## config.mk

```make
export PLATFORM = sky130hd
export DESIGN_NAME = cws_window
export DESIGN_NICKNAME = d
export VERILOG_FILES = /design/src/hdl/cws_pkg.sv /design/src/hdl/cws_win_if.sv /design/src/hdl/cws_pointer.sv /design/src/hdl/cws_layout.sv /design/src/hdl/cws_window.sv
export VERILOG_INCLUDE_DIRS = /design/src /design/src/hdl
export SDC_FILE = /design/constraint.sdc
export NUM_CORES = 1
export LEC_CHECK = 0
export ABC_CLOCK_PERIOD_IN_PS = 3900
export BUFFER_PORTS_ARGS = -buffer_cell sky130_fd_sc_hd__buf_2
export CAP_MARGIN = 25
export CORE_MARGIN = 10
export CORE_UTILIZATION = 28
export DETAILED_ROUTE_END_ITERATION = 6
export SETUP_SLACK_MARGIN = 0.02
export SYNTH_ARGS = -nofsm -noshare
export SYNTH_HDL_FRONTEND = slang
export SYNTH_SLANG_ARGS = --single-unit
```

## constraint.sdc

```tcl
create_clock -name clk_sys_i -period 3.9 [get_ports clk_sys_i]
set_input_delay 0.78 -clock clk_sys_i [delete_from_list [all_inputs] [get_ports clk_sys_i]]
set_output_delay 0.78 -clock clk_sys_i [all_outputs]
set_load 0.05 [all_outputs]
```

## src/hdl/cws_map.svh

```systemverilog
// Offsets, field positions, reset values and layout constants of the window
`ifndef CWS_MAP_SVH
`define CWS_MAP_SVH
`define CWS_ADR_STA    8'hd8
`define CWS_ADR_CON    8'hd9
`define CWS_ADR_DAT    8'hda
`define CWS_ADR_PTR    8'hdb
`define CWS_BIT_BASE   8'hd8
`define CWS_BIT_TOP    8'hdf
`define CWS_PTR_RESET  8'h64
`define CWS_PTR_DMA    7
`define CWS_PTR_RSVD   6
`define CWS_PTR_AUTO   5
`define CWS_SEL_W      5
`define CWS_INT_W      5
`define CWS_INT_RSVD   8'he0
`define CWS_UNMAPPED   8'hff
`define CWS_TX_BASE    5'h0a
`define CWS_RX_BASE    5'h14
`define CWS_DSC2_OFS   5'h01
`define CWS_DATA_OFS   5'h02
`define CWS_RTR_BIT    4
`define CWS_DLC_MAX    4'h8
`endif

```

## src/hdl/cws_pkg.sv

```systemverilog
// Types and shared decode functions of the CPU to CAN register window
`include "cws_map.svh"
package cws_pkg;
  typedef logic [7:0] cws_byte_t;
  typedef logic [`CWS_SEL_W-1:0] cws_sel_t;
  typedef enum logic [2:0] {
    CWS_NONE, CWS_STA, CWS_CON, CWS_DAT, CWS_PTR
  } cws_sfr_t;

  function automatic cws_sfr_t cws_decode(input cws_byte_t a);
    unique case (a)
      `CWS_ADR_STA: cws_decode = CWS_STA;
      `CWS_ADR_CON: cws_decode = CWS_CON;
      `CWS_ADR_DAT: cws_decode = CWS_DAT;
      `CWS_ADR_PTR: cws_decode = CWS_PTR;
      default:      cws_decode = CWS_NONE;
    endcase
  endfunction : cws_decode

  // Byte count from the second descriptor byte; remote frames carry none
  function automatic logic [3:0] cws_count(input cws_byte_t d);
    if (d[`CWS_RTR_BIT])
      cws_count = 4'h0;
    else if (d[3:0] > `CWS_DLC_MAX)
      cws_count = `CWS_DLC_MAX;
    else
      cws_count = d[3:0];
  endfunction : cws_count
endpackage : cws_pkg

```

## src/hdl/cws_win_if.sv

```systemverilog
// Signals shared between the window top, the pointer and the layout tracker
`timescale 1ns/1ps
`default_nettype none
interface cws_win_if;
  import cws_pkg::*;
  logic      ptr_wr;
  cws_byte_t wdata;
  logic      win_acc;
  logic      win_wr;
  cws_byte_t rsnoop;
  logic      dma_done;
  cws_byte_t ptr_q;
  logic [3:0] tx_count;
  logic [3:0] rx_count;
  cws_sel_t  tx_end;
  cws_sel_t  rx_end;
  modport top (output ptr_wr, wdata, win_acc, win_wr, rsnoop, dma_done,
               input ptr_q, tx_count, rx_count, tx_end, rx_end);
  modport ptr (input ptr_wr, wdata, win_acc, dma_done, output ptr_q);
  modport lay (input win_acc, win_wr, wdata, rsnoop, ptr_q,
               output tx_count, rx_count, tx_end, rx_end);
endinterface : cws_win_if
`default_nettype wire

```

## src/hdl/cws_pointer.sv

```systemverilog
// Register pointer with DMA start and auto-step bits
`timescale 1ns/1ps
`default_nettype none
`include "cws_map.svh"
module cws_pointer
  import cws_pkg::*;
(
  input  wire logic clk_sys_i,
  input  wire logic rst_n_i,
  cws_win_if.ptr    win
);
  cws_byte_t ptr;
  cws_byte_t next_ptr;

  always_comb begin
    next_ptr = ptr;
    if (win.ptr_wr) begin
      next_ptr = win.wdata;
    end else if (win.win_acc && ptr[`CWS_PTR_AUTO]) begin
      // Step the select field only; passing the top clears auto-step
      next_ptr[`CWS_SEL_W-1:0] = ptr[`CWS_SEL_W-1:0] + 5'h01;
      if (&ptr[`CWS_SEL_W-1:0])
        next_ptr[`CWS_PTR_AUTO] = 1'b0;
    end
    // A fresh write of the DMA bit wins over a completion in the same cycle
    if (win.dma_done && !win.ptr_wr)
      next_ptr[`CWS_PTR_DMA] = 1'b0;
    next_ptr[`CWS_PTR_RSVD] = 1'b1;
  end

  always_ff @(posedge clk_sys_i) begin
    if (!rst_n_i)
      ptr <= `CWS_PTR_RESET;
    else
      ptr <= next_ptr;
  end

  assign win.ptr_q = ptr;
endmodule : cws_pointer
`default_nettype wire

```

## src/hdl/cws_layout.sv

```systemverilog
// Tracks transmit and receive descriptors seen through the window
`timescale 1ns/1ps
`default_nettype none
`include "cws_map.svh"
module cws_layout
  import cws_pkg::*;
(
  input  wire logic clk_sys_i,
  input  wire logic rst_n_i,
  cws_win_if.lay    win
);
  logic [3:0] tx_cnt, next_tx_cnt, rx_cnt, next_rx_cnt;
  cws_byte_t  dsc;
  cws_sel_t   sel;

  always_comb begin
    sel         = win.ptr_q[`CWS_SEL_W-1:0];
    dsc         = win.win_wr ? win.wdata : win.rsnoop;
    next_tx_cnt = tx_cnt;
    next_rx_cnt = rx_cnt;
    if (win.win_acc && sel == `CWS_TX_BASE + `CWS_DSC2_OFS)
      next_tx_cnt = cws_count(dsc);
    // Receive buffer shares the transmit layout, shifted up
    if (win.win_acc && sel == `CWS_RX_BASE + `CWS_DSC2_OFS)
      next_rx_cnt = cws_count(dsc);
  end

  always_ff @(posedge clk_sys_i) begin
    if (!rst_n_i) begin
      tx_cnt <= 4'h0;
      rx_cnt <= 4'h0;
    end else begin
      tx_cnt <= next_tx_cnt;
      rx_cnt <= next_rx_cnt;
    end
  end

  // Data field starts two bytes past each base; end is that plus the count
  assign win.tx_count = tx_cnt;
  assign win.rx_count = rx_cnt;
  assign win.tx_end = `CWS_TX_BASE + `CWS_DATA_OFS + {1'b0, tx_cnt};
  assign win.rx_end = `CWS_RX_BASE + `CWS_DATA_OFS + {1'b0, rx_cnt};
endmodule : cws_layout
`default_nettype wire

```

## src/hdl/cws_window.sv

```systemverilog
// Special function register window between the CPU core and the CAN block
`timescale 1ns/1ps
`default_nettype none
`include "cws_map.svh"
// Function
// - Length code sizes data; data starts at 12
// - Receive buffer mirrors transmit layout from 20
// - Reserved bits of the pointer and interrupt flag registers read one
// - CPU reaches controller only through four registers
// - Pointer at DBH read/write, low five select
// - Reset loads pointer with 64H
// - Pointer bit 7 starts the DMA logic
// - Pointer bit 5 enables auto-step; bit 6 reserved
// - Window at DAH reads/writes selected register
// - Reading D9H returns controller interrupt flags
// - Writing D9H issues controller command byte
// - Status register byte and bit addressable
// - Reading status register returns controller status
// - Status write holds next DMA RAM address
// - Auto-step advances pointer after each window access
// - DMA bit clears after successful transfer
// - Byte count is binary length code, 0-8
module cws_window
  import cws_pkg::*;
#(
  parameter int SEL_W = `CWS_SEL_W
)(
  input  wire logic                 clk_sys_i,
  input  wire logic                 rst_n_i,
  input  wire logic [7:0]           sfr_addr_i,
  input  wire logic                 sfr_rd_i,
  input  wire logic                 sfr_wr_i,
  input  wire logic [7:0]           sfr_wdata_i,
  input  wire logic                 sfr_bit_wr_i,
  input  wire logic [7:0]           sfr_bit_addr_i,
  input  wire logic                 sfr_bit_val_i,
  output logic      [7:0]           sfr_rdata_o,
  output logic                      sfr_rvalid_o,
  output logic      [SEL_W-1:0]     ctl_sel_o,
  input  wire logic [7:0]           ctl_rdata_i,
  output logic                      ctl_rd_o,
  output logic                      ctl_wr_o,
  output logic      [SEL_W-1:0]     ctl_waddr_o,
  output logic      [7:0]           ctl_wdata_o,
  input  wire logic [4:0]           ctl_int_i,
  input  wire logic [7:0]           ctl_status_i,
  output logic                      cmd_wr_o,
  output logic      [7:0]           cmd_o,
  output logic                      dma_start_o,
  output logic                      dma_autostep_o,
  output logic      [7:0]           dma_ram_pointer_o,
  input  wire logic                 dma_done_i,
  output logic      [3:0]           tx_count_o,
  output logic      [3:0]           rx_count_o,
  output logic      [SEL_W-1:0]     tx_end_o,
  output logic      [SEL_W-1:0]     rx_end_o
);
  // The select field, decode and layout math are built for five bits
  if (SEL_W != `CWS_SEL_W) begin : g_sel_check
    $error("cws_window: select width must be five bits");
  end

  cws_win_if win ();

  cws_pointer u_pointer (
    .clk_sys_i (clk_sys_i),
    .rst_n_i   (rst_n_i),
    .win       (win.ptr)
  );

  cws_layout u_layout (
    .clk_sys_i (clk_sys_i),
    .rst_n_i   (rst_n_i),
    .win       (win.lay)
  );

  cws_sfr_t  rd_hit, wr_hit;
  cws_byte_t rdata, next_rdata;
  logic      rvalid, next_rvalid;
  logic      c_rd, next_c_rd, c_wr, next_c_wr;
  cws_sel_t  c_waddr, next_c_waddr;
  cws_byte_t c_wdata, next_c_wdata;
  logic      k_wr, next_k_wr;
  cws_byte_t k_cmd, next_k_cmd;
  cws_byte_t ram_ptr, next_ram_ptr;
  logic [3:0] tx_cnt, rx_cnt;
  cws_sel_t  tx_end, rx_end;

  // Every byte access into the controller goes through these four decodes; bit writes at D8H..DFH bypass them
  always_comb begin
    rd_hit = sfr_rd_i ? cws_decode(sfr_addr_i) : CWS_NONE;
    wr_hit = sfr_wr_i ? cws_decode(sfr_addr_i) : CWS_NONE;
  end

  assign win.ptr_wr   = (wr_hit == CWS_PTR);
  assign win.wdata    = sfr_wdata_i;
  assign win.win_acc  = (rd_hit == CWS_DAT) || (wr_hit == CWS_DAT);
  assign win.win_wr   = (wr_hit == CWS_DAT);
  assign win.rsnoop   = ctl_rdata_i;
  assign win.dma_done = dma_done_i;

  // Read path: registered byte one cycle after the strobe
  always_comb begin
    next_rdata  = rdata;
    next_rvalid = sfr_rd_i;
    unique case (rd_hit)
      CWS_PTR: next_rdata = win.ptr_q;
      CWS_DAT: next_rdata = ctl_rdata_i;
      CWS_CON: next_rdata = `CWS_INT_RSVD | {3'h0, ctl_int_i};
      CWS_STA: next_rdata = ctl_status_i;
      CWS_NONE: begin
        if (sfr_rd_i)
          next_rdata = `CWS_UNMAPPED;
      end
    endcase
  end

  // Window writes land at the select the pointer held when issued
  always_comb begin
    next_c_rd    = (rd_hit == CWS_DAT);
    next_c_wr    = (wr_hit == CWS_DAT);
    next_c_waddr = c_waddr;
    next_c_wdata = c_wdata;
    if (wr_hit == CWS_DAT) begin
      next_c_waddr = win.ptr_q[`CWS_SEL_W-1:0];
      next_c_wdata = sfr_wdata_i;
    end
  end

  // Command byte is write-only; reads of the same address see flags
  always_comb begin
    next_k_wr  = (wr_hit == CWS_CON);
    next_k_cmd = (wr_hit == CWS_CON) ? sfr_wdata_i : k_cmd;
  end

  // DMA RAM pointer: byte writes, or single bits at D8H..DFH
  always_comb begin
    next_ram_ptr = ram_ptr;
    if (wr_hit == CWS_STA)
      next_ram_ptr = sfr_wdata_i;
    if (sfr_bit_wr_i && sfr_bit_addr_i >= `CWS_BIT_BASE
        && sfr_bit_addr_i <= `CWS_BIT_TOP)
      next_ram_ptr[sfr_bit_addr_i[2:0]] = sfr_bit_val_i;
  end

  always_ff @(posedge clk_sys_i) begin
    if (!rst_n_i) begin
      rdata   <= 8'h00;
      rvalid  <= 1'b0;
      c_rd    <= 1'b0;
      c_wr    <= 1'b0;
      c_waddr <= 5'h00;
      c_wdata <= 8'h00;
      k_wr    <= 1'b0;
      k_cmd   <= 8'h00;
      ram_ptr <= 8'h00;
      tx_cnt  <= 4'h0;
      rx_cnt  <= 4'h0;
      tx_end  <= 5'h00;
      rx_end  <= 5'h00;
    end else begin
      rdata   <= next_rdata;
      rvalid  <= next_rvalid;
      c_rd    <= next_c_rd;
      c_wr    <= next_c_wr;
      c_waddr <= next_c_waddr;
      c_wdata <= next_c_wdata;
      k_wr    <= next_k_wr;
      k_cmd   <= next_k_cmd;
      ram_ptr <= next_ram_ptr;
      tx_cnt  <= win.tx_count;
      rx_cnt  <= win.rx_count;
      tx_end  <= win.tx_end;
      rx_end  <= win.rx_end;
    end
  end

  assign sfr_rdata_o       = rdata;
  assign sfr_rvalid_o      = rvalid;
  assign ctl_sel_o         = win.ptr_q[`CWS_SEL_W-1:0];
  assign ctl_rd_o          = c_rd;
  assign ctl_wr_o          = c_wr;
  assign ctl_waddr_o       = c_waddr;
  assign ctl_wdata_o       = c_wdata;
  assign cmd_wr_o          = k_wr;
  assign cmd_o             = k_cmd;
  assign dma_start_o       = win.ptr_q[`CWS_PTR_DMA];
  assign dma_autostep_o    = win.ptr_q[`CWS_PTR_AUTO];
  assign dma_ram_pointer_o = ram_ptr;
  assign tx_count_o        = tx_cnt;
  assign rx_count_o        = rx_cnt;
  assign tx_end_o          = tx_end;
  assign rx_end_o          = rx_end;
endmodule : cws_window
`default_nettype wire

```

* Word level (Yosys, flattened, before mapping)
Cells that the tools add are included.
** Word-level totals
- Input port bits :: 52
- Output and inout port bits :: 66
- Flip-flop bits (word level) :: 75
** Cells by class
- Bitwise gates (word level) :: 1
- Muxes and demuxes :: 16
- Magnitude comparators :: 5
- Equality and inequality tests :: 15
- Add/sub/neg operators :: 3
- Reduce and logical (&&, ||, !) cells :: 15
** Operator list (number)
- 8-bit case mux with 5 select lines :: 1
- 8-bit equality test, second input constant :: 4
- 8-bit 2-to-1 mux :: 3
- 3-bit by 2-bit equality test with 1-bit output, second input constant :: 4
- 6-bit 2-to-1 mux :: 2
- 3-bit case mux with 4 select lines :: 1
- 8-bit bitwise mux :: 1
- 8-bit >= comparator, second input constant :: 1
- 8-bit <= comparator, second input constant :: 1
- 4-bit 2-to-1 mux :: 2
- 1-bit logical AND :: 7
- 3-bit by 1-bit equality test with 1-bit output, second input constant :: 2
- 3-bit equality test, second input constant :: 2
- 3-bit 2-to-1 mux :: 2
- 4-bit by 4-bit adder with 5-bit output, first input constant :: 1
- 5-bit by 1-bit adder with 5-bit output, second input constant :: 1
- 5-bit by 4-bit adder with 5-bit output, first input constant :: 1
- 5-bit by 4-bit equality test with 1-bit output, second input constant :: 1
- 5-bit equality test, second input constant :: 1
- 5-bit 2-to-1 mux :: 1
- 5-bit AND reduction :: 1
- 4-bit greater-than comparator, second input constant :: 1
- 3-bit by 4-bit less-than comparator with 1-bit output, second input constant :: 1
- 2-bit nonzero test :: 2
- other kinds (10) :: 11

* Longest topological paths before layout
- Depth in word-level cells :: 8
- Mapped depth :: 7
- Gate-level depth less buffers :: 6

* Modules after synthesis
A second synthesis with hierarchy kept.
** Unflattened totals
- Cells, all modules :: 305
- Area, all modules :: 3163.0 µm²
** Modules (own cells, without submodules)
- cws_window :: seq. area each 1181.1 µm², area each 2293.4 µm², cells an instance 211, instances 1
- cws_layout :: seq. area each 160.2 µm², area each 495.5 µm², cells an instance 53, instances 1
- cws_pointer :: seq. area each 140.1 µm², area each 374.1 µm², cells an instance 41, instances 1

* Least setup slack after synthesis
Ideal clock, no wire load.
- Kind :: input -> register
- Start :: input port sfr_addr_i[2]
- End :: register k_cmd[0], in the netlist cmd_o[0]
- Path slack :: 1.883 ns
- Buffers on the path :: 1
- Required time :: 3.772 ns
- Arrival time :: 1.890 ns
- Setup time :: 0.128 ns
- Stages :: 6
- Cells stage by stage :: and4b_2 -> nand3_2 -> or3b_1 -> buf_6 -> mux2i_1 -> nor2_1
** Between the ends
- Longest elaborated chain between the ends :: 4
- Elaborated cells on any way between the ends :: 7
- Those cells by class :: eq/ne (5); mux (2)
** RTL lines
- from (decl) :: line cws_window.sv:30 : input wire logic [7:0] sfr_addr_i,
- 8-bit equality test :: line cws_pkg.sv:11 : unique case (a)
- 3-bit case mux with 4 select lines * :: line cws_pkg.sv:11
- 3-bit 2-to-1 mux * :: line cws_window.sv:92 : wr_hit = sfr_wr_i ? cws_decode(sfr_addr_i) : CWS_NONE;
- 3-bit by 2-bit equality test with 1-bit output * :: line cws_window.sv:133 : next_k_cmd = (wr_hit == CWS_CON) ? sfr_wdata_i : k_cmd;
- to (signal assigned) :: line cws_window.sv:169 : k_cmd <= next_k_cmd;
- to (decl) :: line cws_window.sv:84 : cws_byte_t k_cmd, next_k_cmd;
Every way passes the cells marked *; elsewhere a longest branch is shown, timed or not.
A chain may end at the register's enable or synchronous reset.

* Worst setup path in the final report
- Start :: register u_pointer.ptr[2], in the netlist u_pointer.win.ptr_q[2]
- End :: output port ctl_sel_o[2]
** RTL lines
- from (decl) :: line cws_pointer.sv:12 : cws_byte_t ptr;
- from (signal assigned) :: line cws_pointer.sv:33 : ptr <= `CWS_PTR_RESET;
- from (signal assigned) :: line cws_pointer.sv:35 : ptr <= next_ptr;
- to (decl) :: line cws_window.sv:39 : output logic [SEL_W-1:0] ctl_sel_o,
No word-level cell between the ends.

==> results_dict.tcl <==
set metrics [dict create \
    yosys_register_bits 71 \
    num_io_pins 118 \
    syn_area_mm2 0.00301 \
    grt_first_pass_wirelength_mm 14.7 \
    synth_seq_area_share_pct 47.2 \
    synthCells 324 \
    p_total_mw 1.47 \
    syn-num-nets 381 \
    synth_top_family_by_area "simple AND/OR/NAND/NOR gates" \
    muxShareOfSynthArea_pct 11.7 \
    drive_gt1_share_pct 33.2 \
    cts_setup_buffers 0 \
    end_kind "output pin" \
    diodes 0 \
    synth_simple_gate_area_share_pct 20.0 \
    ys_types 48 \
    slowest_stage "dfxtp_1" \
    core_region_area_mm2 0.0104 \
    final_common_cell "buf_2" \
    die_y_um 124 \
    clock_path_buffers 2 \
    final_area_mm2 0.00386 \
    synth_compound_area_share_pct 13.6 \
    fmax_ghz 0.485 \
    start_kind "flop" \
    cts-root-buf "clkbuf_8" \
    fin_crit_ps 2060 \
    grt_use_total_pct 12.5 \
    dr.first_iter.drc_count 178 \
    synthAdderAreaFrac_pct 2.08 \
    cts_max_level 3 \
    cpPeakStageDelay_ps 590 \
    maxCapViolCount 0 \
    slew_viol_final 0 \
    use_met2_pct 20.0 \
    rsz0062_at_grt "false" \
    crit_chain "buf_2" \
    areaGrowthSynthToFinish_pct 28.4 \
    status "finished clean" \
    worst-setup-path-type "flop to output pin" \
    grt_start_max_net_pins 34 \
    cts_repair_resize_count 0 \
    vias 2726 \
    dieArea_mm2 0.0153 \
    synth_flop_cell "dfxtp_1" \
    hp-class "flop to flop" \
    leakage_nw 1.85 \
    grt_busiest_layer "met2" \
    antenna_left 0 \
    path_buf_inv 1 \
    gr-total-overflow 0 \
    setup_tns_ps 0 \
    fin_skew_ps 9.11 \
    worst_pin_slew_ps 645 \
    fin_crit_sh_pct 52.8 \
    setup_viol 0 \
    ys_warn_count 0 \
    gr-usage-met3_pct 4.66 \
    die_x_um 124 \
    numCtsBuffers 9 \
    syn_area_per_cell_um2 9.29 \
    critPathMaxFanout 9 \
    portBuffers 117 \
    peakVddDrop_mv 0.185 \
    final_cell_mix "buf_2 (117), dfxtp_1 (71), nor2_1 (43)" \
    critical_path_required_ps 3120 \
    placementRows 37 \
    grt_pass1_vias 2726 \
    post_drt_wl_per_cell_um 16.9 \
    fin_hold_ws_ps 453 \
    wl_mm 9.70 \
    cts_hold_buf 0 \
    final_hold_viol_count 0 \
    start_util_pct 28.9 \
    clock_latency_ps 340 \
    postPlaceCellArea_mm2 0.00366 \
    slew-limit-headroom_pct 56.8 \
    gp_congestion 0.822 \
    viasPerCell 4.76 \
    antenna_found_initial 0 \
    ys_async_sr_fraction_pct 0 \
    clkTransAtPathRegs_ps 80 \
    power.density_mw_per_mm2 380 \
    cp.arrival_ps 1280 \
    firstDrtPassIters 4 \
    cts_num_sinks 71 \
    synth_xor_area_share_pct 0.582 \
    dpl.hpwl_mm 7.41 \
    cts_tree "yes" \
    met1_usage_pct 14.8 \
    drc_errors 0 \
    final_nets 490 \
    synth_edf_count 0 \
    crit_family "flip-flops" \
]
-- path summary, 6_finish.rpt --
path,slack [ps],end,cells past startpoint,from
worst min register to register,450,tx_end_o[2],1,u_layout.win.tx_count[2]
worst min-delay path,450,tx_end_o[2],1,u_layout.win.tx_count[2]
worst max-delay path,1840,ctl_sel_o[2],1,u_pointer.win.ptr_q[2]
worst max register to register,2240,u_layout.win.tx_count[3],5,u_pointer.win.ptr_q[0]
-- power by group --
group          switching [mW]  internal [mW]  leakage (nW)  total [mW]
logic                  0.0931         0.0464          1.17       0.139
clock network           0.263          0.326        0.0985       0.590
registers             0.00423          0.735         0.577       0.739
-- worst register-to-register path, cell delays in order (launching register included) --
cell and delay (ps):
dfxtp_1 510, ha_1 270, nand2_1 100, nor4b_4 420, o21ai_0 150, a21oi_1 140
-- sequential cells by signal, summed over array words and instances, names as in the netlist, 4 cells and up --
register               flops
tx_count_o                 4
sfr_rdata_o                8
dma_ram_pointer_o          8
cmd_o                      8
rx_end_o                   4
ctl_waddr_o                5
u_pointer.win.ptr_q        7
rx_count_o                 4
u_layout.win.tx_count      4
ctl_wdata_o                8
u_layout.win.rx_count      4
-- logic make-up (layout without fill, tap and decap cells) --
group / Yosys count / count (layout)
xor+xnor: 2 / 2
flops: 71 / 71
simple gates: 116 / 116
buf+inv: 29 / 142
fa+ha+maj: 5 / 5
mux: 29 / 29
compound gates: 72 / 72
-- synthesized netlist by cell type (4+ instances only) --
cell / instances / area [um2]
a21oi_1: 28 / 140
a31oi_1: 7 / 43.8
and2_1: 6 / 37.5
and4b_1: 4 / 40.0
buf_2: 4 / 20.0
buf_4: 4 / 30.0
clkbuf_1: 9 / 33.8
dfxtp_1: 71 / 1420
ha_1: 5 / 62.6
inv_1: 8 / 30.0
mux2i_1: 24 / 240
mux4_2: 5 / 113
nand2_1: 26 / 97.6
nand3_1: 5 / 25.0
nor2_1: 43 / 161
nor3_1: 4 / 20.0
o21ai_0: 26 / 130
or3_1: 4 / 25.0
-- routing by layer --
layer  part of all wire [%]  up-vias
li1                       -     1356
met5                      0        -
met3                     11        7
met2                     46      116
met4                    1.1        0
met1                     43     1247
-- through the flow --
stage	cells	worst slack [ps]	util, %
floorplan	324	1880	-
global placement	558	1560	35.2
detailed placement	558	1520	35.2
CTS	573	1810	37.1
global route	573	1710	37.1
finish	573	1840	37.1
-- layout make-up --
class / instances / area, um2
timing repair buffer: 119 / 601
tap: 136 / 170
clock inverter: 3 / 42.5
sequential: 71 / 1420
multi-input combinational: 224 / 1440
inverter: 8 / 30.0
fill: 1072 / 6550
clock buffer: 12 / 155
No activity file was read; power rests on OpenSTA's default activity.
